**config.mk**
```make
export PLATFORM = sky130hd
export DESIGN_NAME = aed_top
export DESIGN_NICKNAME = d
export VERILOG_FILES = /design/src/rtl/aed_check.v /design/src/rtl/aed_stack_wr.v /design/src/rtl/aed_top.v
export VERILOG_INCLUDE_DIRS = /design/src /design/src/rtl
export SDC_FILE = /design/constraint.sdc
export NUM_CORES = 1
export LEC_CHECK = 0
export ABC_AREA = 1
export BUFFER_PORTS_ARGS = -buffer_cell sky130_fd_sc_hd__buf_2
export CAP_MARGIN = 0
export CORE_MARGIN = 2
export CORE_UTILIZATION = 50
export DETAILED_ROUTE_END_ITERATION = 12
export PLACE_DENSITY = 0.77
export SYNTH_ARGS = -nofsm -noshare
export SYNTH_HDL_FRONTEND = slang
export SYNTH_HIERARCHICAL = 1
export SYNTH_SLANG_ARGS = --single-unit
```
**constraint.sdc**
```tcl
create_clock -name sys_clk_i -period 4.4 [get_ports sys_clk_i]
set_input_delay 0.22 -clock sys_clk_i [delete_from_list [all_inputs] [get_ports sys_clk_i]]
set_output_delay 0.22 -clock sys_clk_i [all_outputs]
set_load 0.01 [all_outputs]
```
**src/rtl/aed_map.vh**
```
`ifndef AED_MAP_VH
`define AED_MAP_VH
// Bus master codes.
`define AED_MST_CPU 1'b0
`define AED_MST_DMA 1'b1
// Access size codes.
`define AED_SZ_BYTE 2'h0
`define AED_SZ_WORD 2'h1
`define AED_SZ_LONG 2'h2
// Default peripheral window and its 16-bit sub-area.
`define AED_PERI_BASE 32'h05FF_FE00
`define AED_PERI_LAST 32'h05FF_FFFF
`define AED_P16_BASE 32'h05FF_FE00
`define AED_P16_LAST 32'h05FF_FEFF
// Byte offset of the address error entry in the vector table.
`define AED_VEC_OFFS 32'h0000_0024
// Stack push step in bytes.
`define AED_PUSH_STEP 32'h0000_0004
`endif

```
**src/rtl/aed_check.v**
```verilog
`timescale 1ns/100ps
`include "aed_map.vh"
// Pure decode of one bus cycle; the caller ANDs the result with cyc_valid_i without registering it.
module aed_check #(
    parameter [31:0] PERI_BASE = `AED_PERI_BASE,
    parameter [31:0] PERI_LAST = `AED_PERI_LAST,
    parameter [31:0] P16_BASE = `AED_P16_BASE,
    parameter [31:0] P16_LAST = `AED_P16_LAST
) (
    input wire fetch_i,
    input wire [1:0] size_i,
    input wire [31:0] addr_i,
    output reg err_o
);
    wire in_peri = (addr_i >= PERI_BASE) && (addr_i <= PERI_LAST);
    wire in_p16 = (addr_i >= P16_BASE) && (addr_i <= P16_LAST);
    always @* begin
        err_o = 1'b0;
        if (fetch_i) begin
            err_o = addr_i[0] | in_peri;
        end else if (size_i == `AED_SZ_WORD) begin
            err_o = addr_i[0];
        end else if (size_i == `AED_SZ_LONG) begin
            err_o = (addr_i[1:0] != 2'b00) | (in_peri & ~in_p16);
        end
    end
endmodule

```
**src/rtl/aed_stack_wr.v**
```verilog
`timescale 1ns/100ps
`include "aed_map.vh"
// Computes one pushed stack slot: predecrement then write.
module aed_stack_wr (
    input wire [31:0] sp_i,
    output wire [31:0] new_sp_o
);
    assign new_sp_o = sp_i - `AED_PUSH_STEP;
endmodule

```
**src/rtl/aed_top.v**
```verilog
`timescale 1ns/100ps
`include "aed_map.vh"
// Notes on behaviour
// - Odd-address CPU fetch is an address error.
// - CPU fetch from peripheral region always errors; DMA fetch is decoded as a data access.
// - Even fetch outside peripherals is normal.
// - Odd word data access errors, either master.
// - Unaligned long data access errors.
// - Byte/word peripheral data accesses never region errors.
// - Long access to 16-bit peripherals accepted.
// - Long access to 8-bit peripherals errors.
// - Entry waits for bus cycle, instructions.
// - First push the status word.
// - Then push next instruction's address.
// - Read vector entry, resume there.
// - Handler jump has no delay slot.
module aed_top (
    input wire sys_clk_i,
    input wire rst_n_i,
    input wire cyc_valid_i,
    input wire cyc_master_i,
    input wire cyc_fetch_i,
    input wire [1:0] cyc_size_i,
    input wire [31:0] cyc_addr_i,
    input wire cyc_done_i,
    input wire insn_busy_i,
    input wire [31:0] status_word_i,
    input wire [31:0] program_counter_next_i,
    input wire [31:0] sp_i,
    input wire [31:0] vbr_i,
    output wire cyc_err_o,
    output reg [1:0] err_master_o,
    output wire exc_busy_o,
    output reg mem_wr_o,
    output reg mem_rd_o,
    output reg [31:0] mem_addr_o,
    output reg [31:0] mem_wdata_o,
    input wire mem_ack_i,
    input wire [31:0] mem_rdata_i,
    output reg sp_wr_o,
    output reg [31:0] sp_o,
    output reg pc_load_o,
    output reg [31:0] pc_o,
    output wire slot_kill_o
);
    // =====================================================
    // Error detection
    // =====================================================
    wire err_now;
    aed_check u_check (
        .fetch_i(cyc_fetch_i & (cyc_master_i == `AED_MST_CPU)),
        .size_i(cyc_size_i),
        .addr_i(cyc_addr_i),
        .err_o(err_now)
    );
    assign cyc_err_o = cyc_valid_i & err_now;

    // =====================================================
    // Entry sequencer
    // =====================================================
    localparam [6:0] S_IDLE = 7'h01;
    localparam [6:0] S_WAIT = 7'h02;
    localparam [6:0] S_PSR = 7'h04;
    localparam [6:0] S_PPC = 7'h08;
    localparam [6:0] S_VEC = 7'h10;
    localparam [6:0] S_JMP = 7'h20;
    localparam [6:0] S_END = 7'h40;
    reg [6:0] st_q;
    reg [31:0] sp_q;
    reg [31:0] pc_save_q;
    reg cyc_open_q;
    wire [31:0] sp_dec;
    aed_stack_wr u_stack (
        .sp_i(sp_q),
        .new_sp_o(sp_dec)
    );
    assign exc_busy_o = (st_q != S_IDLE);
    // The slot after the handler jump is suppressed, so no delayed branch.
    assign slot_kill_o = (st_q == S_JMP);

    always @(posedge sys_clk_i or negedge rst_n_i) begin
        if (!rst_n_i) begin
            st_q <= S_IDLE;
            sp_q <= 32'h0000_0000;
            pc_save_q <= 32'h0000_0000;
            cyc_open_q <= 1'b0;
            err_master_o <= 2'b00;
            mem_wr_o <= 1'b0;
            mem_rd_o <= 1'b0;
            mem_addr_o <= 32'h0000_0000;
            mem_wdata_o <= 32'h0000_0000;
            sp_wr_o <= 1'b0;
            sp_o <= 32'h0000_0000;
            pc_load_o <= 1'b0;
            pc_o <= 32'h0000_0000;
        end else begin
            sp_wr_o <= 1'b0;
            pc_load_o <= 1'b0;
            case (st_q)
                S_IDLE: begin
                    if (cyc_valid_i && err_now) begin
                        err_master_o <= {cyc_master_i, 1'b1};
                        cyc_open_q <= ~cyc_done_i;
                        st_q <= S_WAIT;
                    end
                end
                S_WAIT: begin
                    if (cyc_done_i) begin
                        cyc_open_q <= 1'b0;
                    end
                    // Both the faulting cycle and current instructions must drain.
                    if ((!cyc_open_q || cyc_done_i) && !insn_busy_i) begin
                        sp_q <= sp_i;
                        pc_save_q <= program_counter_next_i;
                        mem_wr_o <= 1'b1;
                        mem_addr_o <= sp_i - `AED_PUSH_STEP;
                        mem_wdata_o <= status_word_i;
                        st_q <= S_PSR;
                    end
                end
                S_PSR: begin
                    if (mem_ack_i) begin
                        sp_q <= sp_dec;
                        mem_addr_o <= sp_dec - `AED_PUSH_STEP;
                        mem_wdata_o <= pc_save_q;
                        st_q <= S_PPC;
                    end
                end
                S_PPC: begin
                    if (mem_ack_i) begin
                        mem_wr_o <= 1'b0;
                        sp_q <= sp_dec;
                        sp_wr_o <= 1'b1;
                        sp_o <= sp_dec;
                        mem_rd_o <= 1'b1;
                        mem_addr_o <= vbr_i + `AED_VEC_OFFS;
                        st_q <= S_VEC;
                    end
                end
                S_VEC: begin
                    if (mem_ack_i) begin
                        mem_rd_o <= 1'b0;
                        pc_o <= mem_rdata_i;
                        pc_load_o <= 1'b1;
                        st_q <= S_JMP;
                    end
                end
                S_JMP: begin
                    st_q <= S_END;
                end
                S_END: begin
                    err_master_o <= 2'b00;
                    st_q <= S_IDLE;
                end
                default: begin
                    st_q <= S_IDLE;
                end
            endcase
        end
    end
endmodule

```
==> impl_metrics.json <==
{
  "io_pins": 339,
  "critical_path_required_ns": 4.79,
  "setup_violations": 0,
  "grt_max_degree": 117,
  "cp_max_fo": 60,
  "num_vias": 13300,
  "fin_total_pwr_mw": 7.54,
  "fin_hold_ws_ns": 0.0191,
  "hold_path_class": "in -> reg",
  "syn_area_um2": 12100,
  "maxCapViolCount": 0,
  "cp-end-kind": "flip-flop",
  "cts_setup_buffers": 0,
  "syn_inst": 1692,
  "final_core_utilization_pct": 68.3,
  "rsz0062_at_grt": "no",
  "start_util_pct": 51.2,
  "synth_common_cells": "572 x nand2_1, 207 x nor2_1, 205 x dfrtp_1",
  "place_hpwl_mm": 28.2,
  "cts_root_buf": "clkbuf_16",
  "status": "finished clean",
  "synth_top_family_by_area": "simple AND/OR/NAND/NOR gates",
  "numCtsBuffers": 24,
  "fin_crit_sh_pct": 79.1,
  "port_buffers": 332,
  "finClkSkew_ns": 0.0204,
  "wl_mm": 43.8,
  "post-route-drc-count": 0,
  "max_freq_mhz": 287,
  "regArea_um2": 5160,
  "synth_top_area_cell": "dfrtp_1",
  "synth.distinct_cells": 46,
  "synthAdderAreaFrac_pct": 0.310,
  "vdd_drop_max_v": 0.000458,
  "r2r_cells": 12,
  "clk-insertion-delay-late_ns": 0.54,
  "synth.mux.area_fraction_pct": 2.98,
  "grt_usage_pct": 34.0,
  "place_ws_ns": 0.991,
  "hold_depth": 3,
  "slew_violations": 0,
  "max_slew_margin_pct": 24.8,
  "worst_pin_slew_ns": 1.13,
  "p_leak_nw": 8.60,
  "synth_most_common_cell": "nand2_1",
  "drt-pass1-iter-count": 6,
  "core-area_um2": 23600,
  "synth-simple-area-share_pct": 35.1,
  "min_period_ns": 3.48,
  "fp.dieW_um": 160,
  "yosys_warnings": 6,
  "p_per_area_nw_per_um2": 468,
  "async_flop_share_pct": 100,
  "synth_top_area_share_pct": 42.4,
  "die_area_um2": 25400,
  "start_kind": "flip-flop",
  "die_h_um": 160,
  "cts_tree": "yes",
  "overflow": 0,
  "antenna_found_initial": 4,
  "rows": 56,
  "drive_gt1_share_pct": 22.8,
  "grt_first_pass_wirelength_mm": 69.6,
  "area_growth_pct": 33.4,
  "setup_tns_ns": 0,
  "multi_input_area_um2": 5940,
  "synth-edff-count": 0,
  "num-nets-final": 2336,
  "hold_viol": 0,
  "wl_per_cell_um": 17.7,
  "cts_max_path_buffers": 3,
  "gp_congestion": 0.882,
  "synth_area_leaders": "dfrtp_1 42%, nand2_1 18%, nor2_1 6.4%",
  "synth_fp_nets": 1897,
  "yosysSeqAreaShare_pct": 42.6,
  "synth_seq_cells": 206,
  "drt_iter0_drc": 1104,
  "viasPerCell": 5.38,
  "fin_ws_ns": 0.920,
  "clkTransAtPathRegs_ns": 0.06,
  "path_class": "reg -> reg",
  "cts_max_level": 1,
  "clock-sinks": 206,
  "ant_nets": 0,
  "synth_ff_type": "dfrtp_1",
  "syn_avg_cell_area_um2": 7.15,
  "grt_pass1_vias": 13300,
  "synth_compound_gate_area_share_pct": 9.25,
  "synth-xor-area-share_pct": 1.45,
  "fillers": 1941,
  "arrival_ns": 3.87
}
-- final cells by class --
type / instances / area share (%)
Sequential cell: 206 / 32.0
Multi-Input combinational cell: 1242 / 36.8
Tap cell: 319 / 2.47
Timing Repair Buffer: 478 / 19.4
Clock inverter: 8 / 0.589
Inverter: 179 / 4.17
Antenna cell: 4 / 0.0620
Clock buffer: 36 / 4.50
-- cell families after synthesis --
family | count (synthesis)
mux | 32
simple gates | 991
xor+xnor | 20
fa+ha+maj | 3
compound gates | 196
flops | 206
buf+inv | 244
-- timing repair --
item                                   4_1_cts  5_1_grt
setup endpoints to repair                    0        0
resized for setup                            0        0
endpoints found under the hold margin      247        0
hold buffers                               132        0
-- state kept, by name, indices dropped and copies added, names as in the netlist --
name	cells
sp_q	32
mem_addr_o	32
err_master_o	2
pc_save_q	32
mem_wdata_o	32
pc_o	32
sp_o	32
mem_rd_o	1
st_q	7
pc_load_o	1
mem_wr_o	1
cyc_open_q	1
sp_wr_o	1
-- stage by stage --
step,area (um2),std cells
3_5_place_dp,14000,2292
4_1_cts,16100,2468
6_report,16100,2472
5_1_grt,16100,2472
3_3_place_gp,14000,2292
2_1_floorplan,12100,1692
-- worst paths after layout --
check                         start  endpoint  slack, ns
setup / recovery            st_q[5]  sp_q[12]       0.92
hold / removal             sp_i[17]  sp_q[17]       0.02
setup reg to reg            st_q[5]  sp_q[12]       0.92
hold reg to reg             sp_o[0]   sp_o[0]       0.47
max in group asynchronous   rst_n_i  pc_o[23]       2.97
min in group asynchronous   rst_n_i  sp_o[16]       0.42
-- critical path, stage by stage (launching register included) --
cell,delay (ns)
dfrtp_1,0.37
clkinv_2,0.11
nand2_4,0.11
nor2_4,0.03
buf_4,0.26
nand2_1,0.12
buf_4,0.39
nand2_1,0.16
o21ai_2,0.69
inv_2,0.52
buf_12,0.33
nor2_1,0.14
a31oi_1,0.05
-- cells in the final DEF (no fill, tap or decap), types with 2 or more instances in the layout --
master	synthesis	routed
nand2_1	572	572
buf_2	21	331
nor2_1	207	207
dfrtp_1	205	205
inv_1	172	172
dlygate4sd3_1	0	132
nand3_1	95	95
a31oi_1	72	72
o21ai_0	62	62
a21oi_1	39	39
mux2_2	32	32
nand4_1	24	24
clkbuf_16	0	24
nor3_1	17	17
nor2_2	17	17
nand2_2	16	16
xnor2_1	12	12
buf_4	9	11
nor2_4	10	10
clkbuf_8	0	9
nand2_4	8	8
o21ai_1	8	8
xor2_1	8	8
nor4_1	6	6
or2_2	6	6
clkinv_2	1	5
inv_2	5	5
nand3b_1	5	5
diode_2	0	4
clkbuf_1	29	4
a21o_1	3	3
o21a_1	3	3
ha_1	3	3
buf_12	0	3
nor3b_1	2	2
o21ai_2	2	2
and2_1	2	2
clkinvlp_4	0	2
nor2_8	2	2
-- where the power goes --
part / internal, mW / switching, mW / leakage (nW)
logic: 0.976 / 1.47 / 5.69
registers: 2.51 / 0.531 / 2.51
clock network: 1.20 / 0.847 / 0.400
total: 4.69 / 2.85 / 8.60
-- metal layers --
layer	wire (um)	vias up	track usage (%)
met2	21400	642	59.2
met4	2620	0	17.6
li1	-	6258	-
met3	3360	171	6.25
met5	0	-	0
met1	16400	6229	39.9
Note: power is estimated with default switching activity, not from simulation.
